**src/mts_cfg.svh**
```systemverilog
// Purpose: Offsets, field positions, reset values and timing counts of the multiturn reader.
// Assumes: 32-bit AHB-Lite words, one register per aligned word, byte address = index * 4.
// Notes: Only definitions live here.
`ifndef MTS_CFG_SVH
`define MTS_CFG_SVH

// ----------------------------------------
// Register indices and byte addresses
// ----------------------------------------
`define MTS_IDX_DIR 10'h00E
`define MTS_IDX_OFF 10'h00F
`define MTS_IDX_MODE 10'h010
`define MTS_IDX_STAT 10'h020
`define MTS_IDX_MASK 10'h021
`define MTS_IDX_CMD 10'h022
`define MTS_IDX_CNT 10'h023
`define MTS_ADDR_DIR (`MTS_IDX_DIR * 10'h004)
`define MTS_ADDR_OFF (`MTS_IDX_OFF * 10'h004)
`define MTS_ADDR_MODE (`MTS_IDX_MODE * 10'h004)
`define MTS_ADDR_STAT (`MTS_IDX_STAT * 10'h004)
`define MTS_ADDR_MASK (`MTS_IDX_MASK * 10'h004)
`define MTS_ADDR_CMD (`MTS_IDX_CMD * 10'h004)
`define MTS_ADDR_CNT (`MTS_IDX_CNT * 10'h004)

// ----------------------------------------
// Field positions
// ----------------------------------------
`define MTS_INV_BIT 5
`define MTS_ESEL_LSB 6
`define MTS_OFF_LSB 4
`define MTS_MODE_LSB 0
`define MTS_SBL_LSB 4
`define MTS_CHK_BIT 6
`define MTS_ST_MISMATCH 0
`define MTS_ST_RDERR 1
`define MTS_ST_READY 2
`define MTS_CMD_VERIFY 0

// ----------------------------------------
// Reset values
// ----------------------------------------
`define MTS_CFG_RST 14'h0000
`define MTS_STAT_RST 3'h0
`define MTS_MASK_RST 3'h0

// ----------------------------------------
// Timing
// ----------------------------------------
`define MTS_HCLK_NS 10
`define MTS_SSI_HALF_NS 80
`define MTS_SSI_HALF_CYC ((`MTS_SSI_HALF_NS + `MTS_HCLK_NS - 1) / `MTS_HCLK_NS)
`define MTS_GAP_NS 20000
`define MTS_GAP_CYC ((`MTS_GAP_NS + `MTS_HCLK_NS - 1) / `MTS_HCLK_NS)
`define MTS_VERIFY_NS 1000000
`define MTS_VERIFY_CYC (`MTS_VERIFY_NS / `MTS_HCLK_NS)

`endif

```
**src/mts_pkg.sv**
```systemverilog
// Purpose: Types shared by the multiturn reader.
// Assumes: Nothing beyond SystemVerilog.
// Notes: Numbers live in mts_cfg.svh.
package mts_pkg;

	typedef enum logic [1:0] {LNK_IDLE, LNK_LOW, LNK_HIGH, LNK_GAP} mts_link_type;

	typedef struct packed {
		logic [3:0] mode;
		logic [1:0] sbl;
		logic chk;
		logic inv;
		logic [1:0] esel;
		logic [3:0] off;
	} mts_cfg_type;

	typedef struct packed {
		logic write;
		logic [9:0] addr;
	} mts_req_type;

endpackage : mts_pkg

```
**src/mts_sync.sv**
```systemverilog
// Purpose: Reads an external SSI multiturn value and keeps a 24-bit turn counter in step with it.
// Assumes: Singleturn wrap pulses and position MSBs come from logic on hclk.
`timescale 1ns/1ps
`include "mts_cfg.svh"

module mts_sync #(
	parameter int VERIFY_CYCLES = `MTS_VERIFY_CYC,
	parameter int GAP_CYCLES = `MTS_GAP_CYC
) (
	// Clock and reset
	input wire logic hclk,
	input wire logic hresetn,
	// AHB-Lite slave
	input wire logic hsel,
	input wire logic [31:0] haddr,
	input wire logic [1:0] htrans,
	input wire logic hwrite,
	input wire logic [2:0] hsize,
	input wire logic [31:0] hwdata,
	input wire logic hready,
	output logic hreadyout,
	output logic hresp,
	output logic [31:0] hrdata,
	// Singleturn side
	input wire logic st_wrap_up,
	input wire logic st_wrap_down,
	input wire logic [3:0] st_position_msbs,
	// SSI link to the multiturn sensor
	output logic ssi_clk,
	input wire logic ssi_data,
	// Results
	output logic [23:0] turn_count,
	output logic [5:0] st_extension,
	output logic [2:0] st_extension_width,
	output logic startup_done,
	output logic irq
);
	import mts_pkg::*;

	if (VERIFY_CYCLES < 1 || GAP_CYCLES < 1 || GAP_CYCLES > 65535) begin : g_bad_param
		$error("mts_sync: timing parameter out of range");
	end

	localparam logic [7:0] HALF = 8'(`MTS_SSI_HALF_CYC);

	// ----------------------------------------
	// Decoding helpers
	// ----------------------------------------
	function automatic logic [4:0] mt_bits_f(input logic [3:0] m);
		unique case (m)
			4'hB: mt_bits_f = 5'd4;
			4'hC: mt_bits_f = 5'd8;
			4'hD: mt_bits_f = 5'd12;
			4'hE: mt_bits_f = 5'd16;
			4'hF: mt_bits_f = 5'd18;
			4'h7, 4'h8, 4'h9, 4'hA: mt_bits_f = 5'd12;
			default: mt_bits_f = 5'd0;
		endcase
	endfunction : mt_bits_f

	function automatic logic [2:0] st_bits_f(input logic [3:0] m);
		if (m >= 4'h1 && m <= 4'h6) begin
			st_bits_f = m[2:0];
		end else if (m >= 4'h7 && m <= 4'hA) begin
			st_bits_f = 3'(m - 4'h4);
		end else begin
			st_bits_f = 3'd0;
		end
	endfunction : st_bits_f

	function automatic logic has_err_f(input logic [1:0] e);
		has_err_f = (e == 2'h1) || (e == 2'h3);
	endfunction : has_err_f

	function automatic logic [23:0] mask_f(input logic [4:0] n);
		mask_f = 24'((25'h1 << n) - 25'h1);
	endfunction : mask_f

	// ----------------------------------------
	// Bus slave
	// ----------------------------------------
	mts_cfg_type cfg;
	mts_req_type req;
	logic wr_pend;
	logic [2:0] status;
	logic [2:0] mask;
	logic [23:0] count;
	logic started;
	logic verify_pend;
	logic [31:0] rd_mux;
	logic ahb_take;
	logic cmd_verify;
	logic restart;

	assign ahb_take = hsel && htrans[1] && hready;
	assign hreadyout = 1'b1;
	assign hresp = 1'b0;
	assign cmd_verify = wr_pend && req.addr == `MTS_ADDR_CMD && hwdata[`MTS_CMD_VERIFY];
	// Leaving mode zero restarts the startup read, otherwise the reset default would skip it for good.
	assign restart = wr_pend && req.addr == `MTS_ADDR_MODE && started && cfg.mode == 4'h0
		&& hwdata[`MTS_MODE_LSB +: 4] != 4'h0;

	always_ff @(posedge hclk or negedge hresetn) begin
		if (!hresetn) begin
			wr_pend <= 1'b0;
			req <= '0;
		end else begin
			wr_pend <= ahb_take && hwrite;
			req <= '{write: hwrite, addr: haddr[9:0]};
		end
	end

	always_comb begin
		rd_mux = 32'h0000_0000;
		unique case (haddr[9:0])
			`MTS_ADDR_DIR: rd_mux = {24'h00_0000, cfg.esel, cfg.inv, 5'h00};
			`MTS_ADDR_OFF: rd_mux = {24'h00_0000, cfg.off, 4'h0};
			`MTS_ADDR_MODE: rd_mux = {24'h00_0000, 1'b0, cfg.chk, cfg.sbl, cfg.mode};
			`MTS_ADDR_STAT: rd_mux = {29'h0000_0000, status};
			`MTS_ADDR_MASK: rd_mux = {29'h0000_0000, mask};
			`MTS_ADDR_CNT: rd_mux = {8'h00, count};
			default: rd_mux = 32'h0000_0000;
		endcase
	end

	// Read data is captured at the address phase so it leaves a flip-flop with no wait state.
	always_ff @(posedge hclk or negedge hresetn) begin
		if (!hresetn) begin
			hrdata <= 32'h0000_0000;
		end else if (ahb_take && !hwrite) begin
			hrdata <= rd_mux;
		end
	end

	always_ff @(posedge hclk or negedge hresetn) begin
		if (!hresetn) begin
			cfg <= `MTS_CFG_RST;
			mask <= `MTS_MASK_RST;
		end else if (wr_pend) begin
			unique case (req.addr)
				`MTS_ADDR_DIR: begin
					cfg.inv <= hwdata[`MTS_INV_BIT];
					cfg.esel <= hwdata[`MTS_ESEL_LSB +: 2];
				end
				`MTS_ADDR_OFF: cfg.off <= hwdata[`MTS_OFF_LSB +: 4];
				`MTS_ADDR_MODE: begin
					cfg.mode <= hwdata[`MTS_MODE_LSB +: 4];
					cfg.sbl <= hwdata[`MTS_SBL_LSB +: 2];
					cfg.chk <= hwdata[`MTS_CHK_BIT];
				end
				`MTS_ADDR_MASK: mask <= hwdata[2:0];
				default: ;
			endcase
		end
	end

	// ----------------------------------------
	// SSI link
	// ----------------------------------------
	mts_link_type lnk;
	logic data_meta;
	logic data_sync;
	logic [7:0] div_cnt;
	logic [15:0] gap_cnt;
	logic [4:0] bit_cnt;
	logic [23:0] shift;
	logic frame_done;
	logic start_req;
	logic [4:0] flen;
	logic [4:0] dlen;
	logic [2:0] sync_n;

	assign sync_n = {1'b0, cfg.sbl} + 3'd1;
	assign dlen = mt_bits_f(cfg.mode) + 5'(st_bits_f(cfg.mode)) + 5'(sync_n);
	assign flen = dlen + 5'(has_err_f(cfg.esel));
	// Mode zero never starts a frame; a failed startup read keeps asking.
	assign start_req = lnk == LNK_IDLE && cfg.mode != 4'h0 && (!started || verify_pend);

	always_ff @(posedge hclk or negedge hresetn) begin
		if (!hresetn) begin
			data_meta <= 1'b0;
			data_sync <= 1'b0;
		end else begin
			data_meta <= ssi_data;
			data_sync <= data_meta;
		end
	end

	// The clock idles high; each bit is a low half then a high half, sampled at the end of the high half.
	always_ff @(posedge hclk or negedge hresetn) begin
		if (!hresetn) begin
			lnk <= LNK_IDLE;
			ssi_clk <= 1'b1;
			div_cnt <= 8'h00;
			gap_cnt <= 16'h0000;
			bit_cnt <= 5'h00;
			shift <= 24'h00_0000;
			frame_done <= 1'b0;
		end else begin
			frame_done <= 1'b0;
			unique case (lnk)
				LNK_IDLE: begin
					if (start_req) begin
						lnk <= LNK_LOW;
						ssi_clk <= 1'b0;
						div_cnt <= HALF - 8'h01;
						bit_cnt <= flen;
						shift <= 24'h00_0000;
					end
				end
				LNK_LOW: begin
					if (div_cnt == 8'h00) begin
						lnk <= LNK_HIGH;
						ssi_clk <= 1'b1;
						div_cnt <= HALF - 8'h01;
					end else begin
						div_cnt <= div_cnt - 8'h01;
					end
				end
				LNK_HIGH: begin
					if (div_cnt == 8'h00) begin
						shift <= {shift[22:0], data_sync};
						bit_cnt <= bit_cnt - 5'h01;
						if (bit_cnt == 5'h01) begin
							lnk <= LNK_GAP;
							gap_cnt <= 16'(GAP_CYCLES - 1);
							frame_done <= 1'b1;
						end else begin
							lnk <= LNK_LOW;
							ssi_clk <= 1'b0;
							div_cnt <= HALF - 8'h01;
						end
					end else begin
						div_cnt <= div_cnt - 8'h01;
					end
				end
				LNK_GAP: begin
					if (gap_cnt == 16'h0000) begin
						lnk <= LNK_IDLE;
					end else begin
						gap_cnt <= gap_cnt - 16'h0001;
					end
				end
			endcase
		end
	end

	// ----------------------------------------
	// Frame evaluation and synchronization
	// ----------------------------------------
	logic rd_err;
	logic [23:0] word;
	logic [23:0] word_adj;
	logic [3:0] st_top;
	logic [3:0] ext_sync;
	logic [4:0] diff;
	logic [23:0] sync_val;
	logic [23:0] sync_mask;

	assign sync_mask = mask_f(5'(sync_n));

	always_comb begin
		rd_err = (cfg.esel == 2'h1 && !shift[0]) || (cfg.esel == 2'h3 && shift[0]);
		word = has_err_f(cfg.esel) ? {1'b0, shift[23:1]} : shift;
		if (cfg.inv) begin
			word = ~word & mask_f(dlen);
		end
		word_adj = (word + {{20{cfg.off[3]}}, cfg.off}) & mask_f(dlen);
		st_top = st_position_msbs >> (3'd4 - sync_n);
		ext_sync = word_adj[3:0] & sync_mask[3:0];
		// Phase difference taken modulo the overlap, then read as signed.
		diff = 5'((st_top - ext_sync) & sync_mask[3:0]);
		if (diff[3:0] >= (4'h1 << (sync_n - 3'd1))) begin
			diff = diff - 5'(5'h1 << sync_n);
		end
		sync_val = (word_adj + {{19{diff[4]}}, diff}) >> sync_n;
	end

	// ----------------------------------------
	// Turn counter and verification
	// ----------------------------------------
	logic [31:0] vtimer;
	logic timer_hit;

	assign timer_hit = cfg.chk && started && vtimer == 32'(VERIFY_CYCLES - 1);

	always_ff @(posedge hclk or negedge hresetn) begin
		if (!hresetn) begin
			count <= 24'h00_0000;
			started <= 1'b0;
		end else if (restart) begin
			started <= 1'b0;
		end else if (!started && cfg.mode == 4'h0) begin
			started <= 1'b1;
		end else if (frame_done && !started && !rd_err) begin
			count <= sync_val;
			started <= 1'b1;
		end else if (started && st_wrap_up && !st_wrap_down) begin
			count <= count + 24'h00_0001;
		end else if (started && st_wrap_down && !st_wrap_up) begin
			count <= count - 24'h00_0001;
		end
	end

	always_ff @(posedge hclk or negedge hresetn) begin
		if (!hresetn) begin
			vtimer <= 32'h0000_0000;
		end else if (!cfg.chk || timer_hit) begin
			vtimer <= 32'h0000_0000;
		end else begin
			vtimer <= vtimer + 32'h0000_0001;
		end
	end

	// A new trigger in the cycle the pending request is taken keeps it pending.
	always_ff @(posedge hclk or negedge hresetn) begin
		if (!hresetn) begin
			verify_pend <= 1'b0;
		end else if (timer_hit || cmd_verify) begin
			verify_pend <= 1'b1;
		end else if (start_req && started) begin
			verify_pend <= 1'b0;
		end
	end

	// ----------------------------------------
	// Status and interrupt
	// ----------------------------------------
	logic [2:0] events;
	logic [2:0] w1c;

	assign events[`MTS_ST_MISMATCH] = frame_done && started && !rd_err && sync_val != count;
	assign events[`MTS_ST_RDERR] = frame_done && rd_err;
	assign events[`MTS_ST_READY] = !started && ((frame_done && !rd_err) || cfg.mode == 4'h0);
	assign w1c = (wr_pend && req.addr == `MTS_ADDR_STAT) ? hwdata[2:0] : 3'h0;

	always_ff @(posedge hclk or negedge hresetn) begin
		if (!hresetn) begin
			status <= `MTS_STAT_RST;
		end else begin
			status <= (status & ~w1c) | events;
		end
	end

	assign irq = |(status & mask);

	logic [23:0] ext_mask;

	assign ext_mask = mask_f(5'(st_bits_f(cfg.mode)));

	// Outputs are registered so downstream sees stable data.
	always_ff @(posedge hclk or negedge hresetn) begin
		if (!hresetn) begin
			turn_count <= 24'h00_0000;
			st_extension <= 6'h00;
			st_extension_width <= 3'h0;
			startup_done <= 1'b0;
		end else begin
			turn_count <= count;
			st_extension <= count[5:0] & ext_mask[5:0];
			st_extension_width <= st_bits_f(cfg.mode);
			startup_done <= started;
		end
	end
endmodule : mts_sync

```
**config.mk**
```make
export PLATFORM = sky130hd
export DESIGN_NAME = mts_sync
export DESIGN_NICKNAME = d
export VERILOG_FILES = /design/src/mts_pkg.sv /design/src/mts_sync.sv
export VERILOG_INCLUDE_DIRS = /design/src
export SDC_FILE = /design/constraint.sdc
export NUM_CORES = 1
export LEC_CHECK = 0
export BUFFER_PORTS_ARGS = -buffer_cell sky130_fd_sc_hd__buf_2
export CORE_ASPECT_RATIO = 1.4
export CORE_MARGIN = 4
export CORE_UTILIZATION = 56
export DETAILED_ROUTE_END_ITERATION = 6
export PLACE_DENSITY_LB_ADDON = 0.05
export SYNTH_ARGS = -nofsm -noshare
export SYNTH_HDL_FRONTEND = slang
export SYNTH_SLANG_ARGS = --single-unit
```
**constraint.sdc**
```tcl
create_clock -name hclk -period 23.9 [get_ports hclk]
set_input_delay 1.195 -clock hclk [delete_from_list [all_inputs] [get_ports hclk]]
set_output_delay 1.195 -clock hclk [all_outputs]
set_load 0.02 [all_outputs]
```
==> flow_summary.json, run 1 <==
{
  "cts_hold_buffers": 0,
  "yosysUniqueCellTypes": 85,
  "synth_top_area_cell": "dfrtp_1",
  "yosysMostFrequentCell": "dfrtp_1",
  "rsz0062_at_grt": "false",
  "die_h_microns": 209,
  "ys_ff_latch": 206,
  "async_flop_share_pct": 100,
  "crit_path_max_fanout": 35,
  "status": "finished, final reports clean",
  "synth-seq-area-share_pct": 32.0,
  "clock_latency_ns": 0.52,
  "dp_slack_ns": 11.09,
  "die_w_microns": 151,
  "cts.clk_slew.worst_paths_ns": 0.07,
  "p_per_area_mw_per_mm2": 106,
  "tightest_slew_ns": 1.18,
  "syn2layout_area_growth_pct": 8.27,
  "synth_top_area_share_pct": 31.9,
  "wire_per_inst_microns": 18.3,
  "crit_path_end_kind": "flop",
  "yosys-top-cells-count": "dfrtp_1, nor2_1, nand2_1, o21ai_0, a21oi_1",
  "total_power_mw": 1.84,
  "antenna_found_initial": 0,
  "drive_gt1_share_pct": 10.2,
  "grt_max_degree": 75,
  "port_buffers": 90,
  "fin_worst_skew_ns": 0.0240,
  "slowest_stage": "a21oi_2",
  "finalWeightedCongestion": 0.892,
  "fmax_mhz": 78.1,
  "start_kind": "flop",
  "drtAntennaViolNets": 0,
  "fp.dieArea_sq_mm": 0.0315,
  "worst_ir_drop_vdd_uv": 87.2,
  "num-fill-cells": 2603,
  "nNetsFinal": 2140,
  "gr-total-overflow": 0,
  "min_path_type": "reg -> reg",
  "synth_area_leaders": "dfrtp_1, ha_1, nor2_1",
  "pin_count": 151,
  "first_pass_iters": 6,
  "cts.sinks": 206,
  "cts_buffers": 21,
  "power_leakage_nw": 7.64,
  "dp_hpwl_mm": 32.5,
  "vias": 14400,
  "wl_mm": 42.9,
  "avgSynthCellArea_sq_um": 8.39,
  "crit_top_cell": "ha_1",
  "cts-resized-gates": 0,
  "synth_edf_count": 0,
  "postCtsSetupBuffers": 0,
  "cts_buffer_depth": 3,
  "final-setup-viol-count": 0,
  "dpl_cell_area_sq_mm": 0.0168,
  "syn_area_sq_mm": 0.0161,
  "drtIter0Drc": 967,
  "htree_num_levels": 1,
  "hold_viol": 0,
  "synth_cells": 1919,
  "critPathMaxStageDelay_ns": 0.83,
  "grt_usage_pct": 27.2,
  "grt_pass1_vias": 14300,
  "fp-row-count": 73,
  "vias_per_cell": 6.16,
  "crit_arrival_ns": 13.18,
  "cts_root_buf": "clkbuf_16",
  "period_needed_ns": 12.81,
  "ys_warn_count": 0,
  "initial_core_util_pct": 56.6,
  "finalInstanceArea_sq_mm": 0.0174,
  "grt_pass1_wl_mm": 70.8,
  "relSlewSlack_pct": 20.8,
  "core_area_sq_mm": 0.0284,
  "setup_tns_ns": 0,
  "critPathRequiredTime_ns": 24.27,
  "drcViolationCount": 0,
  "crit_type": "reg -> reg",
  "slew_violations": 0,
  "fin_ws_ns": 11.09,
  "synth_top_flop_cell": "dfrtp_1",
  "period_share_pct": 53.6,
  "cts_tree": "yes",
  "drv_cap": 0
}
==> state kept, by name, summed over array words and instances, names as in the netlist, 2 cells and up <==
register / count
lnk: 2
hrdata: 24
st_extension: 6
shift: 24
mask: 3
st_extension_width: 3
count: 24
vtimer: 32
bit_cnt: 5
status: 3
turn_count: 24
cfg: 14
req: 10
div_cnt: 8
gap_cnt: 16
==> metal layers <==
| metal | up-vias | GRT usage [%] | part of all wire (%) | wire [microns] |
|---|---|---|---|---|
| met4 | 0 | 10.5 | 4.0 | 1710 |
| met1 | 6920 | 32.7 | 40 | 17000 |
| li1 | 7053 | - | - | - |
| met3 | 95 | 2.80 | 4.3 | 1840 |
| met2 | 346 | 49.1 | 52 | 22300 |
| met5 | - | 0 | 0 | 0 |
==> path summary, 6_finish.rpt <==
path                                          start               endpoint  slack [ns]  depth (start not counted)
worst min-delay path            data_meta$_DFF_PN0_    data_sync$_DFF_PN0_        0.35                          0
worst max register to register   cfg[9]$_DFFE_PN0P_    status[0]$_DFF_PN0_       11.09                         41
worst min register to register  data_meta$_DFF_PN0_    data_sync$_DFF_PN0_        0.35                          0
max in group asynchronous                   hresetn  shift[15]$_DFFE_PN0P_       21.88                          2
worst max-delay path             cfg[9]$_DFFE_PN0P_    status[0]$_DFF_PN0_       11.09                         41
min in group asynchronous                   hresetn      wr_pend$_DFF_PN0_        0.65                          1
==> final cells by class <==
type,count,area (sq um),share of cell area (%)
multi-input combinational,1552,10300,59.2
sequential,206,5160,29.6
clock buffer,30,609,3.50
timing repair buffer,104,564,3.24
tap,375,469,2.69
inverter,68,255,1.47
clock inverter,5,57.6,0.330
antenna,1,2.50,0.0144
==> kinds of logic after synthesis <==
kind of cell	synth area share, %
AOI/OAI and AO/OA	21.8
xor gates and xnor gates	6.53
adders and majority gates	8.57
buffers and inverters	4.18
DFF	32.0
muxes	4.72
other	0.0467
and+or+nand+nor	22.1
==> metrics by stage <==
stage	util [%]	hold slack, ns	std cells
after detailed placement	59.0	0.341	2305
after global routing	61.3	0.367	2340
after global placement	59.0	0.339	2305
final	61.3	0.353	2341
after CTS	61.3	0.355	2340
after floorplan	-	0.331	1927
==> where the power goes <==
part | leakage [nW] | switching [mW] | internal, mW
sequential | 2.64 | 0.0934 | 0.418
clock | 0.330 | 0.137 | 0.187
combinational | 4.68 | 0.606 | 0.398
total | 7.64 | 0.837 | 1.00
==> critical path: cells and delay by family, from the launching register on <==
family | cells | cell delay, ns
AOI/OAI and AO/OA | 11 | 3.69
xor gates and xnor gates | 4 | 1.27
adders and majority gates | 9 | 3.46
buffers and inverters | 4 | 0.53
DFF | 1 | 0.40
and+or+nand+nor | 13 | 3.31
==> cells in the final DEF (no fill, tap or decap), drive strengths merged, types with 9 or more instances in the layout <==
cell type  synthesis  routed
a21boi            11      11
or3               33      33
a22o              29      29
nor3              46      46
o211ai            22      22
and3              22      22
nor4              28      28
nor2b             20      20
nand3b            11      11
xor2              59      59
mux2              21      21
dfrtp            205     205
a21oi            108     108
nand2b            20      20
nor2             194     194
o21bai            13      13
o31ai             12      12
a31oi             18      18
a211oi            15      15
nand3             62      62
buf               23     103
or2               22      22
o21ai            144     144
mux2i             41      41
nand4             20      20
inv               67      68
and2              26      26
ha                99      99
o21a              16      16
a2111oi           11      11
a21o              23      23
conb               2      10
clkbuf            78      31
xnor2             55      55
o22ai              9       9
a22oi             13      13
nand2            192     192
(Power assumes the default switching activity.)
==> run 2: changes to the inputs <==
--- a/config.mk
+++ b/config.mk
@@ -6,10 +6,11 @@
 export SDC_FILE = /design/constraint.sdc
 export NUM_CORES = 1
 export LEC_CHECK = 0
+export ABC_AREA = 1
 export BUFFER_PORTS_ARGS = -buffer_cell sky130_fd_sc_hd__buf_2
 export CORE_ASPECT_RATIO = 1.4
 export CORE_MARGIN = 4
-export CORE_UTILIZATION = 56
+export CORE_UTILIZATION = 55
 export DETAILED_ROUTE_END_ITERATION = 6
 export PLACE_DENSITY_LB_ADDON = 0.05
 export SYNTH_ARGS = -nofsm -noshare
==> constraint.sdc (replaced) <==
create_clock -name hclk -period 11.35 [get_ports hclk]
set_input_delay 0.5675 -clock hclk [delete_from_list [all_inputs] [get_ports hclk]]
set_output_delay 0.5675 -clock hclk [all_outputs]
set_load 0.02 [all_outputs]
==> run 2 against run 1 <==
  * Cell count increased by 13%
  * Non-clock buffer count increased by 1
  * First-iteration DRC count decreased by 17%
  * Clock skew decreased by 0.0063 ns
  * Worst hold slack got worse by 0.22 ns
  * Critical path depth rose by 15
  * Register-to-register slack got worse by 10 ns
  * Maximum frequency up 21%
  * Sequential share of layout area rose by 0.45 points
  * Critical path type unchanged
  * Largest cell class unchanged
==> flow_summary.json, run 2 <==
{
  "drcViolationCount": 0,
  "busiest_layer": "met2",
  "grt_use_met2_pct": 50.4,
  "cts_root_buf": "clkbuf_16",
  "critPathRequiredTime_ns": 11.78,
  "status": "finished, final reports clean",
  "wire_per_inst_microns": 16.1,
  "initial_core_util_pct": 56.2,
  "globalRouteMet1Util_pct": 31.7,
  "dp.cells": 2603,
  "grt_usage_pct": 27.4,
  "cp_num_buf_inv": 9,
  "fin_ws_ns": 0.785,
  "yosysUniqueCellTypes": 61,
  "layout_common_cells": "nand2_1, inv_1, nor2_1, dfrtp_1, o21ai_0",
  "multi_input_area_sq_mm": 0.00913,
  "hold_ws_ns": 0.129,
  "crit_top_cell": "nand2_1",
  "num-fill-cells": 2608,
  "dp_hpwl_mm": 33.5,
  "synth-seq-area-share_pct": 33.1,
  "cp-startpoint": "cfg[12]$_DFFE_PN0P_",
  "cts_hold_buffers": 0,
  "largest_register": "vtimer",
  "antenna_found_initial": 2,
  "pin_count": 151,
  "final-setup-viol-count": 0,
  "min_path_type": "in -> reg",
  "cts_buffers": 23,
  "avgSynthCellArea_sq_um": 7.13,
  "tightest_slew_ns": 1.12,
  "start_kind": "flop",
  "regToRegSetupSlack_ns": 0.78,
  "nNetsFinal": 2449,
  "synth_cells": 2185,
  "setup_tns_ns": 0,
  "crit_arrival_ns": 10.99,
  "cts.sinks": 206,
  "r2r-start": "cfg[12]$_DFFE_PN0P_",
  "vias": 14800,
  "cts.clk_slew.worst_paths_ns": 0.07,
  "syn_area_sq_mm": 0.0156,
  "finalWeightedCongestion": 0.948,
  "hold_depth": 1,
  "core_area_sq_mm": 0.0277,
  "ys_warn_count": 0,
  "grt_util_met3_pct": 2.91,
  "grt_max_degree": 125,
  "synth_top_flop_cell": "dfrtp_1",
  "synth_edf_count": 0,
  "crit_type": "reg -> reg",
  "cts_buffer_depth": 3,
  "yosys-top-cells-count": "nand2_1, inv_1, nor2_1, dfrtp_1, o21ai_0",
  "largest_reg_flops": 32,
  "crit_path_max_fanout": 8,
  "min_from": "ssi_data",
  "grt_pass1_vias": 14300,
  "critPathMaxStageDelay_ns": 0.63,
  "die_w_microns": 150,
  "port_buffers": 90,
  "r2r_end": "status[0]$_DFF_PN0_",
  "min_to": "data_meta$_DFF_PN0_",
  "htree_num_levels": 1,
  "drtAntennaViolNets": 0,
  "path_delay_family": "simple AND/OR/NAND/NOR gates",
  "drv_cap": 0,
  "ys_ff_latch": 206,
  "first_pass_iters": 5,
  "fp-row-count": 72,
  "syn2layout_area_growth_pct": 10.1,
  "period_needed_ns": 10.57,
  "reg2regPathDepth": 56,
  "seq_area_sq_mm": 0.00516,
  "vias_per_cell": 5.60,
  "yosysMostFrequentCell": "nand2_1",
  "period_share_pct": 93.1,
  "drtIter0Drc": 799,
  "drive_gt1_share_pct": 10.2,
  "synth_top_area_share_pct": 32.9,
  "dp_slack_ns": 0.647,
  "gr-total-overflow": 0,
  "grt_pass1_wl_mm": 69.9,
  "crit_path_end_kind": "flop",
  "slowest_stage": "fa_2",
  "slew_violations": 0,
  "wl_mm": 42.7,
  "final_cells": 2649,
  "synth_area_leaders": "dfrtp_1, nand2_1, ha_1",
  "hold_viol": 0,
  "synth_top_area_cell": "dfrtp_1",
  "die_h_microns": 207,
  "cts_tree": "yes",
  "rsz0062_at_grt": "false",
  "relSlewSlack_pct": 25.4,
  "clock_latency_ns": 0.54,
  "fp.dieArea_sq_mm": 0.0311,
  "fmax_mhz": 94.6,
  "async_flop_share_pct": 100,
  "layout_commonest_cell": "nand2_1",
  "fin_worst_skew_ns": 0.0177
}
-- run 2: changes by cell type in the layout (fill, tap and decap cells not counted), sizes merged, moves of 25 or more --
cell / before / now
inv: 68 / 282
o21ai: 144 / 187
nor2: 194 / 223
nand2: 192 / 500
or3: 33 / 0
nand3: 62 / 191
mux2i: 41 / 2
and2: 26 / 1
a22o: 29 / 0
xnor2: 55 / 27
-- run 2: per-layer routing --
layer | vias up | part of all wire, %
li1 | 7417 | -
met1 | 6936 | 39
met2 | 376 | 52
met3 | 107 | 4.4
met4 | 4 | 4.8
met5 | - | 0.047
-- run 2: worst max path at each step --
stage,to,slack [ns],depth (start not counted)
3_3_place_gp,status[0]$_DFF_PN0_,0.82,54
6_report,status[0]$_DFF_PN0_,0.78,56
2_1_floorplan,status[0]$_DFF_PN0_,2.09,54
4_1_cts,status[0]$_DFF_PN0_,0.58,51
3_5_place_dp,status[0]$_DFF_PN0_,0.65,51
5_1_grt,status[0]$_DFF_PN0_,0.03,56
-- run 2: what timing repair did --
action	4_1_cts	5_1_grt
setup buffers	0	3
endpoints found under the hold margin	0	0
gates resized for setup	0	8
endpoints found under the setup margin	0	1
-- run 2: cells by family (layout without fill, tap and decap cells) --
kind of cell	after synthesis	count (layout)	synth area share [%]
simple gates	1035	1035	29.9
compound gates	423	423	15.5
mux	3	3	0.201
flops	206	206	33.1
other cells	2	11	0.0482
buf+inv	344	429	8.70
fa+ha+maj	106	106	8.85
xor+xnor	66	66	3.71
-- run 2: final cells by class --
cell class,instances,share of cell area [%]
flip-flops and latches,206,30.1
inverters,282,6.19
diodes,1,0.0146
clock inverters,15,0.882
multi-input cells,1643,53.2
repair buffers,105,3.33
repair inverters,1,0.0438
well taps,370,2.70
clock buffers,26,3.60
-- run 2: stage by stage --
step | cell area, sq um | utilization, %
5_1_grt | 17200 | 61.8
2_1_floorplan | 15600 | -
3_3_place_gp | 16300 | 58.8
4_1_cts | 17100 | 61.6
3_5_place_dp | 16300 | 58.8
6_report | 17200 | 61.8
Power of run 2 is not shown: default switching activity piles up to over one toggle a cycle in this logic, so the estimate is an artifact.
==> run 3: changes to the inputs <==
--- a/config.mk
+++ b/config.mk
@@ -10,7 +10,8 @@
 export BUFFER_PORTS_ARGS = -buffer_cell sky130_fd_sc_hd__buf_2
 export CORE_ASPECT_RATIO = 1.4
 export CORE_MARGIN = 4
-export CORE_UTILIZATION = 55
+export CORE_UTILIZATION = 56
+export CTS_BUF_LIST = sky130_fd_sc_hd__clkbuf_4
 export DETAILED_ROUTE_END_ITERATION = 6
 export PLACE_DENSITY_LB_ADDON = 0.05
 export SYNTH_ARGS = -nofsm -noshare
==> run 3 against run 2 <==
  * Via count down 0.18%
  * Global-route usage up 0.63 points
  * Critical path depth decreased by 2
  * Largest cell class unchanged
  * Clock-buffer cell count rose by 43
  * Final area shrank 0.16%
  * Sequential share of layout area hardly changed
  * Wire length hardly changed
  * Setup slack improved by 0.048 ns
  * Flip-flop and latch count is the same
  * Maximum frequency is 0.46% higher
==> flow_summary.json, run 3 (same netlist as run 2, synthesis figures left out) <==
{
  "status": "finished, final reports clean",
  "critPathMaxStageDelay_ns": 0.66,
  "largest_reg_flops": 32,
  "crit_arrival_ns": 11.14,
  "wl_mm": 42.7,
  "cts.clk_slew.worst_paths_ns": 0.07,
  "cp_num_buf_inv": 7,
  "critPathRequiredTime_ns": 11.97,
  "cts_buffer_depth": 3,
  "syn2layout_area_growth_pct": 9.92,
  "layout_common_cells": "nand2_1, inv_1, nor2_1, dfrtp_1, o21ai_0",
  "relSlewSlack_pct": 25.4,
  "period_needed_ns": 10.52,
  "drive_gt1_share_pct": 11.3,
  "initial_core_util_pct": 56.5,
  "tightest_slew_ns": 1.12,
  "fin_worst_skew_ns": 0.0870,
  "slew_violations": 0,
  "slowest_stage": "fa_1",
  "dpl_cell_area_sq_mm": 0.0163,
  "path_delay_family": "simple AND/OR/NAND/NOR gates",
  "drtIter0Drc": 833,
  "drv_cap": 0,
  "port_buffers": 90,
  "start_kind": "flop",
  "vias_per_cell": 5.47,
  "finalInstanceArea_sq_mm": 0.0171,
  "antenna_found_initial": 1,
  "drtAntennaViolNets": 0,
  "crit_path_max_fanout": 7,
  "period_share_pct": 92.7,
  "layout_commonest_cell": "nand2_1",
  "dp_slack_ns": 0.650,
  "clock_latency_ns": 0.75,
  "die_h_microns": 205,
  "cts_tree": "yes",
  "core_area_sq_mm": 0.0276,
  "die_w_microns": 149,
  "fp-row-count": 72,
  "cts_buffers": 50,
  "htree_num_levels": 2,
  "min_path_type": "in -> reg",
  "nNetsFinal": 2487,
  "pin_count": 151,
  "wire_per_inst_microns": 15.8,
  "grt_usage_pct": 28.0,
  "grt_max_degree": 76,
  "crit_path_end_kind": "flop",
  "grt_pass1_wl_mm": 70.1,
  "dp_hpwl_mm": 33.4,
  "drcViolationCount": 0,
  "cts.sinks": 206,
  "finalWeightedCongestion": 0.946,
  "fmax_mhz": 95.1,
  "final-setup-viol-count": 0,
  "first_pass_iters": 5,
  "fin_ws_ns": 0.833,
  "largest_register": "vtimer",
  "grt_pass1_vias": 14600,
  "crit_type": "reg -> reg",
  "num-fill-cells": 2635,
  "fp.dieArea_sq_mm": 0.0306,
  "gr-total-overflow": 0,
  "crit_top_cell": "nand2_1",
  "vias": 14800,
  "cts_root_buf": "clkbuf_4",
  "hold_viol": 0
}
[run 3: cell count changes in the layout (fill, tap and decap cells not counted), moves of 2 or more]
cell           before  now
buf_4              15   13
clkbuf_16          23    0
clkbuf_4            0   69
clkbuf_8            4    1
clkinv_1            4   19
clkinv_2            4    2
clkinv_4            3    0
dlygate4sd3_1       0   12
inv_8               2    0
[run 3: path summary, 6_finish.rpt]
check | end | depth (start not counted) | slack, ns | start
min reg2reg | data_sync$_DFF_PN0_ | 0 | 0.35 | data_meta$_DFF_PN0_
min in group asynchronous | hrdata[3]$_DFFE_PN0P_ | 2 | 0.40 | hresetn
max | status[0]$_DFF_PN0_ | 54 | 0.83 | cfg[12]$_DFFE_PN0P_
min | wr_pend$_DFF_PN0_ | 3 | 0.06 | hwrite
max in group asynchronous | gap_cnt[2]$_DFFE_PN0P_ | 4 | 8.80 | hresetn
max reg2reg | status[0]$_DFF_PN0_ | 54 | 0.83 | cfg[12]$_DFFE_PN0P_
[run 3: repair_timing]
item,in CTS,in global routing
hold endpoints to repair,85,0
hold buffers,12,0
setup buffers,0,1
resized for setup,0,9
endpoints found under the setup margin,0,1
[run 3: layout make-up]
class | instances | area [sq um] | area share (%)
antenna | 1 | 2.50 | 0.0146
timing repair inverter | 2 | 15.0 | 0.0877
sequential | 206 | 5160 | 30.1
multi-input combinational | 1643 | 9120 | 53.3
clock inverter | 20 | 114 | 0.665
tap | 370 | 463 | 2.70
timing repair buffer | 115 | 677 | 3.95
clock buffer | 69 | 518 | 3.02
inverter | 282 | 1060 | 6.20
[run 3: metrics by stage]
| step | utilization (%) | hold slack (ns) | cells | TNS, ns |
|---|---|---|---|---|
| after floorplan | - | 0.272 | 2193 | 0 |
| after global placement | 59.2 | 0.341 | 2603 | 0 |
| after detailed placement | 59.2 | 0.339 | 2603 | 0 |
| after CTS | 62.0 | 0.00670 | 2704 | 0 |
| after global routing | 62.1 | 0.0181 | 2708 | -0.0104 |
| final | 62.1 | 0.0574 | 2708 | 0 |
[run 3: routing by layer]
metal | vias up | routed length, microns | part of all wire (%) | GRT usage, %
met5 | - | 0 | 0 | 0
met4 | 0 | 2150 | 5.0 | 13.6
met3 | 120 | 1730 | 4.1 | 4.08
met2 | 346 | 21900 | 51 | 51.4
met1 | 6821 | 16900 | 39 | 31.5
li1 | 7527 | - | - | -
[run 3: tightest hold or removal path, cell delays in order]
cell	delay [ns]
buf_2	0.10
inv_1	0.04
nor2_1	0.04
Power of run 3 is left out for the same reason.
